==> src/rtl/clr_dec_pkg.sv <==
// Package with opcodes, field positions and widths for the clear and decrement-skip execution block
package clr_dec_pkg;
   localparam int          InstrWidth    = 14;
   localparam int          DataWidth     = 8;
   localparam int          AddrWidth     = 7;
   // Opcode prefixes, compared against the top bits of the instruction word
   localparam int          ClrPrefixMsb  = 13;
   localparam int          ClrPrefixLsb  = 7;
   localparam logic [6:0]  ClrPrefix     = 7'h02;   // 00 0001 0
   localparam int          DecPrefixMsb  = 13;
   localparam int          DecPrefixLsb  = 8;
   localparam logic [5:0]  DecPrefix     = 6'h0B;   // 00 1011
   localparam int          DestBit       = 7;
   localparam int          AddrMsb       = 6;
   localparam int          AddrLsb       = 0;
   localparam logic [7:0]  ZeroData      = 8'h00;
   localparam logic [7:0]  OneData       = 8'h01;
   localparam logic [6:0]  ZeroAddr      = 7'h00;

   // Execution states of the block
   typedef enum logic [1:0] {
      StExec = 2'b01,
      StNop  = 2'b10
   } exec_state_t;
endpackage

==> src/rtl/regfile_if.sv <==
// Interface carrying register-file read and write signals between the core modules
`timescale 1ns/1ps
interface regfile_if;
   logic [6:0] rdAddr;
   logic [7:0] rdData;
   logic       wrEn;
   logic [6:0] wrAddr;
   logic [7:0] wrData;
   modport exec (output rdAddr, input rdData, output wrEn, output wrAddr, output wrData);
   modport decode (input rdAddr, output rdData, input wrEn, input wrAddr, input wrData);
endinterface

==> src/rtl/instr_decode.sv <==
// Combinational opcode decoder for the two supported instructions
`timescale 1ns/1ps
module instr_decode (
   input  wire logic [13:0] instr,
   output logic             isClear,
   output logic             isDecSkip,
   output logic             destFile,
   output logic [6:0]       fileAddr
);
   // Pure decode of prefix fields; all other opcodes fall through as inactive
   always_comb begin
      isClear   = instr[clr_dec_pkg::ClrPrefixMsb:clr_dec_pkg::ClrPrefixLsb] == clr_dec_pkg::ClrPrefix;
      isDecSkip = instr[clr_dec_pkg::DecPrefixMsb:clr_dec_pkg::DecPrefixLsb] == clr_dec_pkg::DecPrefix;
      destFile  = instr[clr_dec_pkg::DestBit];
      fileAddr  = instr[clr_dec_pkg::AddrMsb:clr_dec_pkg::AddrLsb];
   end
endmodule // instr_decode

==> src/rtl/clear_and_decrement_skip_exec.sv <==
// Execution logic for clear-working-register and decrement-skip-if-zero
// Timing, one instruction cycle per clock edge:
//   edge N    a word is taken when valid and the block is not in its no-op slot
//   after N   working register, zero strobe, write strobe and discard strobe carry its result
//   after N+1 the strobes drop again; the working register holds until it is written
// A taken skip puts the block in the no-op slot for the following edge. The word offered
// there is the one already fetched: it is ignored here, and the discard strobe tells the
// fetch side to drop it. Busy and the no-op flag are high for exactly that slot.
// The file read is combinational: the address is the low field of the word, and the data
// must come back within the same cycle, because the decrement and the zero test use it
// before the edge that takes the word.
// The file write is registered and lands one cycle after the word is taken. A word right
// behind it that reads the same register sees the old byte; the core must not rely on a
// same-register forward through this block.
// The zero flag is driven only by a set strobe; the decrement never touches any flag, so
// a zero result is reported only through the skip.
// Other opcodes, clear-watchdog included, pass through with no effect here.
// Reset clears everything at once when the pin falls and leaves through two flip-flops,
// so the first word may be offered at the third edge after the pin rises.
// The status input is carried for compatibility and never read by the logic.
// Decoding is duplicated nowhere: the decode module alone looks at the opcode fields.
//
`timescale 1ns/1ps
module clear_and_decrement_skip_exec (
   input  wire logic        clk,
   input  wire logic        rst_b,
   input  wire logic        instrValid,
   input  wire logic [13:0] instr,
   input  wire logic [7:0]  fileRdData,
   input  wire logic [7:0]  statusZeroIn,
   output logic [6:0]       fileRdAddr,
   output logic             fileWrEn,
   output logic [6:0]       fileWrAddr,
   output logic [7:0]       fileWrData,
   output logic [7:0]       workReg,
   output logic             zeroFlagSet,
   output logic             discardFetch,
   output logic             execNop,
   output logic             busy
);
   logic                      rstSync1Q;
   logic                      rstSync2Q;
   logic                      isClear;
   logic                      isDecSkip;
   logic                      destFile;
   logic [6:0]                fileAddr;
   logic [7:0]                decResult;
   logic                      execValid;
   clr_dec_pkg::exec_state_t  state_q;
   logic [7:0]                workReg_q;
   logic                      zeroSet_q;
   logic                      wrEn_q;
   logic [6:0]                wrAddr_q;
   logic [7:0]                wrData_q;
   logic                      discard_q;

   // Carrier for the register-file port: read and write signals travel together
   regfile_if rf ();

   // Reset release synchroniser; assertion stays asynchronous
   // Only the first flop can go metastable on a release close to an edge
   always_ff @(posedge clk or negedge rst_b) begin
      if (!rst_b) begin
         rstSync1Q <= 1'b0;
         rstSync2Q <= 1'b0;
      end else begin
         rstSync1Q <= 1'b1;
         rstSync2Q <= rstSync1Q;
      end
   end

   // Opcode decode, purely combinational; other opcodes leave every strobe low
   instr_decode u_decode (
      .instr     (instr),
      .isClear   (isClear),
      .isDecSkip (isDecSkip),
      .destFile  (destFile),
      .fileAddr  (fileAddr)
   );

   // Read port addressed straight from the instruction word; the file answers in the same cycle
   assign rf.rdAddr  = fileAddr;
   assign rf.rdData  = fileRdData;
   assign fileRdAddr = rf.rdAddr;

   // One less than the operand; wraps from zero to all ones and raises no flag
   function automatic logic [7:0] dec_by_one(input logic [7:0] value);
      dec_by_one = value - clr_dec_pkg::OneData;
   endfunction

   // Zero test for a data byte
   function automatic logic is_zero(input logic [7:0] value);
      is_zero = value == clr_dec_pkg::ZeroData;
   endfunction

   // Qualified strobes for the two instructions and the skip decision
   logic                      clrTake;
   logic                      decTake;
   logic                      skipTake;

   assign decResult = dec_by_one(rf.rdData);
   // Slot after a taken skip is a no-op
   assign execValid = instrValid && (state_q == clr_dec_pkg::StExec);
   // A word offered during the no-op slot never reaches these strobes
   assign clrTake   = execValid && isClear;
   assign decTake   = execValid && isDecSkip;
   assign skipTake  = decTake && is_zero(decResult);

   // Sequencing: a taken skip costs one extra no-op cycle
   always_ff @(posedge clk or negedge rstSync2Q) begin
      if (!rstSync2Q) begin
         state_q <= clr_dec_pkg::StExec;
      end else begin
         unique case (state_q)
            clr_dec_pkg::StExec: begin
               if (skipTake) begin
                  state_q <= clr_dec_pkg::StNop;
               end else begin
                  // No skip: the next word executes normally
                  state_q <= clr_dec_pkg::StExec;
               end
            end
            clr_dec_pkg::StNop: begin
               state_q <= clr_dec_pkg::StExec;
            end
            default: begin
               // Illegal code: recover instead of locking the core
               state_q <= clr_dec_pkg::StExec;
            end
         endcase
      end
   end

   // Discard strobe for the fetch pipeline, one cycle wide
   always_ff @(posedge clk or negedge rstSync2Q) begin
      if (!rstSync2Q) begin
         discard_q <= 1'b0;
      end else begin
         // Drop prefetched word
         // Only a zero result from a taken decrement raises it
         discard_q <= skipTake;
      end
   end

   // Working register; only clear and decrement-to-working touch it
   always_ff @(posedge clk or negedge rstSync2Q) begin
      if (!rstSync2Q) begin
         // Working register reads zero out of reset
         workReg_q <= clr_dec_pkg::ZeroData;
      end else if (clrTake) begin
         workReg_q <= clr_dec_pkg::ZeroData;
      end else if (decTake && !destFile) begin
         workReg_q <= decResult;
      end
   end

   // Zero-flag set strobe; the status logic owns the flag itself
   always_ff @(posedge clk or negedge rstSync2Q) begin
      if (!rstSync2Q) begin
         zeroSet_q <= 1'b0;
      end else begin
         zeroSet_q <= clrTake;
      end
   end

   // File write strobe; registered, so the write lands one cycle after execute
   always_ff @(posedge clk or negedge rstSync2Q) begin
      if (!rstSync2Q) begin
         // No write pending out of reset
         wrEn_q <= 1'b0;
      end else begin
         wrEn_q <= decTake && destFile;
      end
   end

   // Write address and data, held between writes to keep the file port quiet
   always_ff @(posedge clk or negedge rstSync2Q) begin
      if (!rstSync2Q) begin
         wrAddr_q <= clr_dec_pkg::ZeroAddr;
         wrData_q <= clr_dec_pkg::ZeroData;
      end else if (decTake && destFile) begin
         wrAddr_q <= fileAddr;
         wrData_q <= decResult;
      end
   end

   // Register-file write port through the carrier, then out to the pins
   assign rf.wrEn    = wrEn_q;
   assign rf.wrAddr  = wrAddr_q;
   assign rf.wrData  = wrData_q;
   assign fileWrEn   = rf.wrEn;
   assign fileWrAddr = rf.wrAddr;
   assign fileWrData = rf.wrData;

   // Result and strobe outputs, all straight from flip-flops
   assign workReg      = workReg_q;
   assign zeroFlagSet  = zeroSet_q;
   assign discardFetch = discard_q;
   // No-op slot flags; busy tells the fetch side its word is not taken
   assign execNop      = state_q == clr_dec_pkg::StNop;
   assign busy         = state_q == clr_dec_pkg::StNop;

   // Status input is accepted for port compatibility only; this block never alters it
   logic unusedStatus;
   assign unusedStatus = ^statusZeroIn;
endmodule // clear_and_decrement_skip_exec

==> config.mk <==
export PLATFORM = sky130hd
export DESIGN_NAME = clear_and_decrement_skip_exec
export DESIGN_NICKNAME = d
export VERILOG_FILES = /design/src/rtl/clr_dec_pkg.sv /design/src/rtl/regfile_if.sv /design/src/rtl/instr_decode.sv /design/src/rtl/clear_and_decrement_skip_exec.sv
export SDC_FILE = /design/constraint.sdc
export NUM_CORES = 1
export LEC_CHECK = 0
export BUFFER_PORTS_ARGS = -buffer_cell sky130_fd_sc_hd__buf_2
export CORE_MARGIN = 4
export CORE_UTILIZATION = 48
export CTS_CLUSTER_DIAMETER = 80
export CTS_CLUSTER_SIZE = 24
export DETAILED_ROUTE_END_ITERATION = 7
export PLACE_DENSITY = 0.84
export SLEW_MARGIN = 10
export SYNTH_ARGS = -nofsm -noshare
export SYNTH_HDL_FRONTEND = slang
export SYNTH_SLANG_ARGS = --single-unit
export TNS_END_PERCENT = 10
==> constraint.sdc <==
create_clock -name clk -period 2.8 [get_ports clk]
set_clock_uncertainty 0.1 [all_clocks]
set_input_delay 0.42 -clock clk [delete_from_list [all_inputs] [get_ports clk]]
set_output_delay 0.42 -clock clk [all_outputs]
set_load 0.02 [all_outputs]
==> results of run 1 <==
[worst paths after layout]
check,start,end
min in group asynchronous,rst_b,rstSync2Q
min,instr[4],fileWrAddr[4]
min reg2reg,rstSync1Q,rstSync2Q
max reg2reg,state_q[0],fileWrData[2]
max in group asynchronous,rstSync2Q,fileWrAddr[0]
max,state_q[0],fileWrData[2]
[timing repair]
action | CTS | global route
buffers inserted | 0 | 0
hold buffers | 1 | 0
endpoints found under the hold margin | 2 | 0
[layer usage]
metal  track usage [%]  up-vias  share of wire (%)
met5                 0        -                  0
met4              10.5        0                3.4
met3              7.66       13                9.5
met2              29.8       45                 51
met1              17.7      463                 36
li1                  -      483                  -
[where the power goes]
group          total, mW  internal, mW  switching (mW)
Combinational      0.152        0.0601          0.0915
Sequential         0.482         0.461          0.0210
Clock              0.333         0.189           0.143
Total              0.967         0.711           0.256
[cells by family after synthesis]
family | Yosys count | share of synthesized area [%]
simple gates | 35 | 16.1
other cells | 1 | 0.281
fa+ha+maj | 2 | 1.87
mux | 8 | 8.15
flops | 30 | 56.3
compound gates | 16 | 6.65
xor+xnor | 6 | 3.93
buf+inv | 14 | 6.74
[cell type report]
class	instances	area [um2]
timing repair buffer	60	305
tap	30	37.5
fill	205	888
inverter	4	15.0
multi-input combinational	68	494
sequential	30	752
clock inverter	1	30.0
clock buffer	7	45.0
[cells in the final DEF, fill, tap and decap left out]
cell type,count
nand3_1,1
nor3_1,1
dfrtp_1,29
conb_1,1
clkbuf_4,5
and3b_1,1
inv_1,4
a32o_1,1
nand2_1,16
nor4b_4,1
dfstp_2,1
nor2b_1,1
xnor2_1,3
and4_1,3
nand4_1,1
dlygate4sd3_1,1
nand4_4,1
and3_1,2
mux2_2,3
nor2_1,3
ha_1,2
o2111ai_1,1
and2_1,1
nor3b_1,3
o21ai_0,14
xor2_1,3
bufinv_16,1
buf_2,59
clkbuf_1,2
mux2_4,5
[stage by stage]
step,area (um2),setup WS (ps),instances
2_1_floorplan,1340,1100,112
3_3_place_gp,1590,859,191
3_5_place_dp,1590,753,191
4_1_cts,1680,1060,200
5_1_grt,1680,962,200
6_report,1680,1050,200
[state kept, by name, indices dropped and copies added (netlist names)]
register / cells
discardFetch: 1
fileWrAddr: 7
fileWrData: 8
fileWrEn: 1
rstSync1Q: 1
rstSync2Q: 1
state_q: 2
workReg: 8
zeroFlagSet: 1
==> key figures, run 1 <==
GRT
  – Vias in the first global route: 1009
  – Global-route wire length before repair: 4.50 mm
  – Largest net degree at the start of global routing: 29
  – GR Overflow Total: 0
  – Gr usage total: 17.5%
  – Initial antenna violation count: 0

Critical path
  – Slowest CP cell: dfstp_2
  – Critical Path, Cell by Cell: and3b_1, nand4_4, mux2_4
  – R2R cell count: 3
  – CP Buf/Inv Count: 0
  – Worst path max stage delay: 530 ps
  – CP Launch Type: flop
  – Worst EP required: 2930 ps
  – Critical path class: flop to flop
  – Critical path peak fanout: 23
  – Reg2reg setup slack: 1050 ps
  – WP data arrival: 1870 ps
  – Crit end category: flop
  – CP Depth: 3
  – Critical path's top delay family: simple AND/OR/NAND/NOR gates

Yosys
  – Synth cell types: 28
  – Async set or reset register ratio after synthesis: 100%
  – Count leader, synth: dfrtp_1
  – Yosys warns: 0
  – Synthesis-stage register bit count: 30
  – Synth Flop Type: dfrtp_1
  – Number of synthesized flops with an enable pin: 0
  – Share of the synthesized area in the top cell type: 54.3%
  – Register area share after synthesis: 56.3%
  – Average size of a mapped cell: 11.9 um2
  – Syn Inst Count: 112
  – Post-synth top cells: 29 x dfrtp_1, 16 x nand2_1, 14 x o21ai_0, 8 x buf_4, 5 x mux2_4
  – Syn Nets: 147
  – Yosys top cell by area: dfrtp_1
  – Mapped cell area: 1340 um2
  – Synth top area cells: dfrtp_1 54%, mux2_4 5.6%, o21ai_0 5.2%

Timing
  – Slew HR: 27.7%
  – RSZ-0062 raised after global routing: false
  – Worst hold slack: 222 ps
  – Tmin final: 1750 ps
  – Setup TNS: 0 ps
  – Pins Over Slew Limit: 0
  – Setup violators final: 0
  – Hold Fails Final Rpt: 0
  – Worst-Margin Slew: 1080 ps
  – Final worst-path cycle share: 62.4%
  – Max Fclk: 573 MHz

Drt
  – Drt initial violations: 19
  – WL per Instance: 14.6 um
  – Routed wire length: 2.92 mm
  – # DRC: 0
  – ANT nets after route: 0
  – Vias per inst: 5.02
  – First-pass iteration count of the detailed router: 4
  – Via count: 1004

Job
  – Max-cap violations: 0

Pwr
  – Peak VDD IR: 471 uV
  – Power Density: 576 nW/um2
  – Post-layout total power: 967 uW
  – Leak Pwr: 0.939 nW

Floorplan
  – Die footprint: 3690 um2
  – Die Wd: 60.8 um
  – DIE HEIGHT: 60.8 um
  – FP Rows: 18
  – I/O pins: 68
  – Initial Utilization: 52.0%
  – Area of the core: 2570 um2

Layout
  – # diodes: 0
  – Area Growth Syn to Fin: 25.7%
  – # nets final: 204
  – Layout cell share with drive strength beyond 1: 44.7%
  – Util after Layout: 65.4%

Clocking
  – H-tree levels: 2
  – Root Buffer: clkbuf_4
  – CTS max path bufs: 2
  – Clk slew on worst S/H paths: 90 ps
  – CTS tree: done
  – Num CTS Buffers: 5
  – Worst-Skew Late Latency: 340 ps
  – Clk sinks: 30
  – CTS resizes: 0

Run status
  – Status: finished clean

Placed design
  – IO Port Bufs: 59
  – GP Congestion: 0.827
  – HPWL Detailed: 2.26 mm

Min path
  – Worst hold-check path type: primary input to flop
  – Hold Path Stages: 2
(Power assumes the default switching activity.)
==> run 2: changes to the inputs <==
--- a/config.mk
+++ b/config.mk
@@ -5,13 +5,14 @@
 export SDC_FILE = /design/constraint.sdc
 export NUM_CORES = 1
 export LEC_CHECK = 0
+export ABC_AREA = 1
 export BUFFER_PORTS_ARGS = -buffer_cell sky130_fd_sc_hd__buf_2
 export CORE_MARGIN = 4
-export CORE_UTILIZATION = 48
+export CORE_UTILIZATION = 46
 export CTS_CLUSTER_DIAMETER = 80
 export CTS_CLUSTER_SIZE = 24
 export DETAILED_ROUTE_END_ITERATION = 7
-export PLACE_DENSITY = 0.84
+export PLACE_DENSITY = 0.78
 export SLEW_MARGIN = 10
 export SYNTH_ARGS = -nofsm -noshare
 export SYNTH_HDL_FRONTEND = slang
==> constraint.sdc (replaced) <==
create_clock -name clk -period 1.7 [get_ports clk]
set_clock_uncertainty 0.1 [all_clocks]
set_input_delay 0.255 -clock clk [delete_from_list [all_inputs] [get_ports clk]]
set_output_delay 0.255 -clock clk [all_outputs]
set_load 0.02 [all_outputs]
==> run 2 against run 1 <==
Compared with the run above: final area up 12%; wire length up 7.0%; critical path type unchanged; core utilization down 4.6 points; sequential share of layout area down 5.0 points; global-route usage down 1.6 points; largest cell class unchanged; cell count up 41%; synthesized area up 13%; total power up 57%; non-clock buffer count up 7; combinational power up 93%; worst setup slack worse by 930 ps.
==> key figures, run 2 <==
Yosys
  – Syn Inst Count: 175 (+56%)
  – Number of synthesized flops with an enable pin: 0 (unchanged)
  – Synth cell types: 27 (-3.6%)
  – Post-synth top cells: 55 x nand2_1, 29 x dfrtp_1, 16 x nand3_1, 14 x inv_1, 11 x o21ai_0
  – Mapped cell area: 1510 um2 (+13%)
  – Count leader, synth: nand2_1
  – Async set or reset register ratio after synthesis: 100% (unchanged)
  – Synthesis-stage register bit count: 30 (unchanged)
  – Yosys warns: 0 (unchanged)
  – Yosys top cell by area: dfrtp_1
  – Average size of a mapped cell: 8.61 um2 (-28%)
  – Synth top area cells: dfrtp_1 48%, nand2_1 14%, nand3_1 5.3%
  – Syn Nets: 210 (+43%)
  – Register area share after synthesis: 49.9% (-6.4 points)
  – Synth Flop Type: dfrtp_1
  – Share of the synthesized area in the top cell type: 48.2% (-6.1 points)

Pwr
  – P_int: 1.07 mW (+51%)
  – Switching pwr: 446 uW (+74%)
  – Clock share of power: 28.7% (-5.7 points)
  – Leak Pwr: 1.12 nW (+19%)
  – Peak VDD IR: 549 uV (+17%)
  – Power Density: 803 nW/um2 (+40%)
  – Power share of the combinational group: 19.4% (+3.7 points)
  – Sequential Power Share: 51.9% (+2.0 points)
  – Switching Fraction: 29.4% (+2.9 points)

Clocking
  – Total setup buffers inserted after CTS: 0 (unchanged)
  – H-tree levels: 2 (unchanged)
  – Root Buffer: clkbuf_4
  – Worst-Skew Late Latency: 330 ps (about the same)
  – Clk sinks: 30 (unchanged)
  – CTS tree: done
  – Num CTS Buffers: 5 (unchanged)
  – Clk slew on worst S/H paths: 90 ps (about the same)
  – CTS max path bufs: 2 (unchanged)

Layout
  – # nets final: 272 (+33%)
  – Layout cell share with drive strength beyond 1: 37.0% (-7.7 points)
  – Most common cell after layout, fill and taps aside: buf_2
  – Commonest cells after routing, fill and taps aside: 59 x buf_2, 55 x nand2_1, 29 x dfrtp_1, 16 x nand3_1, 14 x inv_1
  – Post-Layout Cell Count: 282 (+41%)
  – Area Growth Syn to Fin: 25.3%
  – # diodes: 0 (unchanged)

Critical path
  – Critical Path, Cell by Cell: nand3_2, nor2_2, nand2_2, nor2_4, buf_4, nand2_1, o21a_1
  – Crit end category: flop
  – Critical path class: flop to flop
  – Critical path peak fanout: 12 (-48%)
  – Worst path max stage delay: 550 ps (+20 ps)
  – Slowest CP cell: dfstp_2
  – Worst EP required: 1820 ps (-1110 ps)
  – CP Launch Type: flop
  – WP data arrival: 1700 ps (-170 ps)

Timing
  – Hold Fails Final Rpt: 0 (unchanged)
  – Max Fclk: 634 MHz (+11%)
  – Final worst-path cycle share: 92.7% (+30 points)
  – Setup TNS: 0 ps (unchanged)
  – Setup violators final: 0 (unchanged)
  – Pins Over Slew Limit: 0 (unchanged)
  – Tmin final: 1580 ps (-170 ps)
  – RSZ-0062 raised after global routing: false

Placed design
  – GP Congestion: 0.832 (+0.57%)
  – Placed Instances: 273 (+43%)
  – HPWL Detailed: 2.52 mm (+12%)
  – IO Port Bufs: 59 (unchanged)

Job
  – Max-cap violations: 0 (unchanged)

Floorplan
  – FP Rows: 20 (+2)
  – DIE HEIGHT: 65.2 um (+7.3%)
  – Die Wd: 65.2 um (+7.3%)
  – Initial Utilization: 48.5% (-3.5 points)
  – Area of the core: 3100 um2 (+21%)
  – Die footprint: 4250 um2 (+15%)
  – I/O pins: 68 (unchanged)

GRT
  – Vias in the first global route: 1238 (+23%)
  – GR Overflow Total: 0 (unchanged)
  – Gr usage total: 15.9% (-1.6 points)
  – Largest net degree at the start of global routing: 16 (-45%)
  – Global-route wire length before repair: 5.20 mm (+16%)
  – Initial antenna violation count: 0 (unchanged)

Drt
  – ANT nets after route: 0 (unchanged)
  – Vias per inst: 4.64 (-7.6%)
  – Via count: 1308 (+30%)
  – Routed wire length: 3.12 mm (+7.0%)
  – First-pass iteration count of the detailed router: 4 (unchanged)
  – # DRC: 0 (unchanged)
  – WL per Instance: 11.1 um (-24%)
  – Drt initial violations: 21 (+2)

Run status
  – Status: finished clean

Min path
  – Worst hold-check path type: primary input to flop
## run 2: changes by cell type after synthesis, moves of 4 or more
cell / change
o21a_1: +4
nand3_1: +15
nand2_1: +39
mux2_4: -5
nor2_1: +4
inv_1: +10
## run 2: worst max-delay path: cells and delay by family, from the launching register on
family	cells	cell delay [ps]
AOI/OAI and AO/OA	1	100
DFF	1	550
buffers and inverters	1	180
and+or+nand+nor	5	530
## run 2: final timing paths
path                            slack [ps]        from  depth (start not counted)       endpoint
worst min-delay path                    30    instr[1]                          3  fileWrAddr[1]
worst max-delay path                   120  state_q[0]                          7  fileWrData[4]
max in group asynchronous             1160   rstSync2Q                          1     state_q[0]
min in group asynchronous               90   rstSync2Q                          1  fileWrData[1]
worst min register to register          90   rstSync2Q                          1  fileWrData[1]
worst max register to register         120  state_q[0]                          7  fileWrData[4]
## run 2: cell type report
cell class	count	area, um2
clock buffers	7	55.1
repair buffers	67	358
inverters	16	60.1
fillers	311	1210
well taps	44	55.1
clock inverters	1	5.00
multi-input cells	117	603
flip-flops and latches	30	752
## run 2: routing by layer
layer | GRT usage (%) | part of all wire [%] | vias to the layer above
li1 | - | - | 669
met1 | 19.0 | 43 | 602
met2 | 25.8 | 49 | 30
met3 | 4.44 | 5.8 | 7
met4 | 8.81 | 2.3 | 0
met5 | 0 | 0 | -
## run 2: power groups by stage
stage / combinational [mW] / sequential (mW) / clock [mW]
floorplan: 0.111 / 0.873 / 0
global placement: 0.294 / 0.801 / 0
detailed placement: 0.298 / 0.802 / 0
CTS: 0.300 / 0.788 / 0.456
global route: 0.325 / 0.795 / 0.491
finish: 0.294 / 0.787 / 0.435
## run 2: repair_timing
action	4_1_cts	5_1_grt
hold endpoints to repair	2	0
resized for setup	0	0
hold buffers	1	0
## run 2: stage by stage
step                      instance area (um2)  hold slack (ps)  worst slack (ps)  total power, mW  util (%)
after floorplan                          1510             -141               273            0.983         -
after global placement                   1820            -56.4               168             1.09      58.6
after detailed placement                 1820            -55.9               127             1.10      58.6
after CTS                                1890             19.0               110             1.54      60.8
after global routing                     1890             25.3              19.4             1.61      60.8
final                                    1890             34.7               123             1.52      60.8
## run 2: cell families (layout without fill, tap and decap cells)
family / after synthesis / count (layout) / synth area share [%]
compound gates: 15 / 15 / 5.65
fa+ha+maj: 2 / 2 / 1.66
other cells: 1 / 1 / 0.249
flops: 30 / 30 / 49.9
xor+xnor: 2 / 2 / 1.66
buf+inv: 28 / 91 / 10.0
simple gates: 97 / 97 / 30.8
==> run 3: changes to the inputs <==
--- a/config.mk
+++ b/config.mk
@@ -8,11 +8,11 @@
 export ABC_AREA = 1
 export BUFFER_PORTS_ARGS = -buffer_cell sky130_fd_sc_hd__buf_2
 export CORE_MARGIN = 4
-export CORE_UTILIZATION = 46
+export CORE_UTILIZATION = 45
 export CTS_CLUSTER_DIAMETER = 80
 export CTS_CLUSTER_SIZE = 24
 export DETAILED_ROUTE_END_ITERATION = 7
-export PLACE_DENSITY = 0.78
+export PLACE_DENSITY = 0.77
 export SLEW_MARGIN = 10
 export SYNTH_ARGS = -nofsm -noshare
 export SYNTH_HDL_FRONTEND = slang
==> run 3 against run 2 <==
Compared with the run above: worst setup slack improved by 8.3 ps; global-route usage up 0.34 points; clock power is 11% lower; flip-flop and latch count unchanged; critical endpoint unchanged; first-iteration DRC count is 38% higher; critical path depth unchanged; fmax rose by 0.53%; core utilization is 0.73 points lower; via count fell by 0.54%; largest cell class unchanged.
==> key figures, run 3 (synthesis results as in run 2) <==
Floorplan
  – Die footprint: 4340 um2 (+2.0%)
  – Die Wd: 65.9 um (+0.97%)
  – DIE HEIGHT: 65.9 um (+0.97%)
  – Initial Utilization: 48.2% (-0.39 points)
  – Area of the core: 3130 um2 (+0.81%)
  – I/O pins: 68 (unchanged)
  – FP Rows: 20 (unchanged)

GRT
  – Vias in the first global route: 1195 (-3.5%)
  – Global-route wire length before repair: 5.22 mm (+0.27%)
  – Initial antenna violation count: 0 (unchanged)
  – Gr usage total: 16.3% (+0.34 points)
  – GR Overflow Total: 0 (unchanged)
  – Largest net degree at the start of global routing: 22 (+6)

Drt
  – Max layer used: met4
  – Routed wire length: 3.24 mm (+3.9%)
  – First-pass iteration count of the detailed router: 4 (unchanged)
  – Vias per inst: 4.65 (+0.18%)
  – Routed wl met2: 1.64 mm (+8.5%)
  – ANT nets after route: 0 (unchanged)
  – Via count: 1301 (-0.54%)
  – Metal-1 WL: 1.32 mm (-2.7%)
  – Met3 Wirelength: 235 um (+30%)
  – Drt initial violations: 29 (+38%)
  – # DRC: 0 (unchanged)
  – WL per Instance: 11.6 um (+4.7%)

Run status
  – Status: finished clean

Clocking
  – CTS resizes: 0 (unchanged)
  – Num CTS Buffers: 5 (unchanged)
  – Worst-Skew Late Latency: 330 ps (about the same)
  – Clk slew on worst S/H paths: 100 ps (about the same)
  – CTS max path bufs: 2 (unchanged)
  – CTS tree: done
  – H-tree levels: 2 (unchanged)
  – Root Buffer: clkbuf_4
  – Clk sinks: 30 (unchanged)

Min path
  – Worst hold-check path type: primary input to flop

Timing
  – Max Fclk: 638 MHz (+0.53%)
  – Pins Over Slew Limit: 0 (unchanged)
  – Setup TNS: 0 ps (unchanged)
  – Tmin final: 1570 ps (-8.34 ps)
  – RSZ-0062 raised after global routing: false
  – Hold Fails Final Rpt: 0 (unchanged)
  – Final worst-path cycle share: 92.3% (-0.49 points)
  – Setup violators final: 0 (unchanged)

Critical path
  – Worst EP required: 1830 ps (about the same)
  – Critical path peak fanout: 12 (unchanged)
  – WP data arrival: 1700 ps (about the same)
  – Crit end category: flop
  – CP Launch Type: flop
  – Critical path class: flop to flop

Layout
  – Area Growth Syn to Fin: 24.8%
  – # nets final: 271 (-0.37%)
  – Fillers: 280 (-10%)
  – # diodes: 0 (unchanged)
  – Most common cell after layout, fill and taps aside: buf_2
  – Commonest cells after routing, fill and taps aside: 59 x buf_2, 55 x nand2_1, 29 x dfrtp_1, 16 x nand3_1, 14 x inv_1
  – Layout cell share with drive strength beyond 1: 36.9% (-0.11 points)
  – Post-Layout Cell Count: 280 (-0.71%)

Placed design
  – IO Port Bufs: 59 (unchanged)
  – GP Congestion: 0.838 (+0.78%)
  – Placed Instances: 272 (-0.37%)
  – HPWL Detailed: 2.53 mm (+0.44%)

Pwr
  – Peak VDD IR: 599 uV (+9.0%)
  – Power Density: 783 nW/um2 (-2.5%)
  – Leak Pwr: 1.11 nW (-0.42%)

Job
  – Max-cap violations: 0 (unchanged)
run 3: cell count changes in the layout (fill, tap and decap cells not counted):
cell / before / now
clkbuf_1: 1 / 0
clkinv_2: 1 / 2
clkbuf_8: 1 / 0
buf_12: 0 / 1
buf_4: 7 / 5
run 3: layout make-up:
cell class | count | area (um2) | area share (%)
clock buffer | 5 | 37.5 | 2.00
clock inverter | 2 | 10.0 | 0.532
inverter | 16 | 60.1 | 3.19
multi-input combinational | 117 | 603 | 32.1
sequential | 30 | 752 | 40.0
tap | 44 | 55.1 | 2.93
timing repair buffer | 66 | 363 | 19.3
run 3: path summary, 6_finish.rpt:
| kind | from | to | cells past startpoint | slack [ps] |
|---|---|---|---|---|
| max | state_q[0] | fileWrData[4] | 7 | 130 |
| min | instr[5] | fileWrAddr[5] | 3 | 30 |
| max reg2reg | state_q[0] | fileWrData[4] | 7 | 130 |
| min reg2reg | rstSync2Q | fileWrAddr[5] | 0 | 60 |
| max in group asynchronous | rstSync2Q | state_q[0] | 1 | 910 |
| min in group asynchronous | rstSync2Q | fileWrAddr[5] | 0 | 60 |
run 3: worst max-delay path, cell delays in order, from the launching register on:
cell and delay [ps]:
dfstp_2 540, nand3_2 80, nor2_2 200, nand2_2 100, nor2_4 90, buf_4 180
nand2_1 70, o21a_1 110
run 3: through the flow:
step                      power [mW]  area [um2]  util, %  hold WS (ps)  worst slack (ps)
final                           1.47        1880     60.1          32.5               132
after global routing            1.56        1880     60.1          26.1              47.4
after CTS                       1.49        1880     60.1          28.2               126
after detailed placement        1.10        1820     58.3         -56.2               141
after global placement          1.10        1820     58.3         -57.9               159
after floorplan                0.983        1510        -          -141               273
run 3: per-layer routing:
| metal | track usage (%) | vias to the layer above |
|---|---|---|
| met1 | 19.9 | 591 |
| li1 | - | 667 |
| met5 | 0 | - |
| met4 | 5.96 | 0 |
| met2 | 25.4 | 38 |
| met3 | 6.80 | 5 |
run 3: timing repair:
item | 4_1_cts | 5_1_grt
buffers inserted | 0 | 0
hold endpoints to repair | 2 | 0
setup endpoints to repair | 0 | 0
hold buffers | 1 | 0
run 3: power by group:
group / internal [mW] / switching [mW]
clock network: 0.148 / 0.240
logic: 0.108 / 0.186
registers: 0.764 / 0.0271
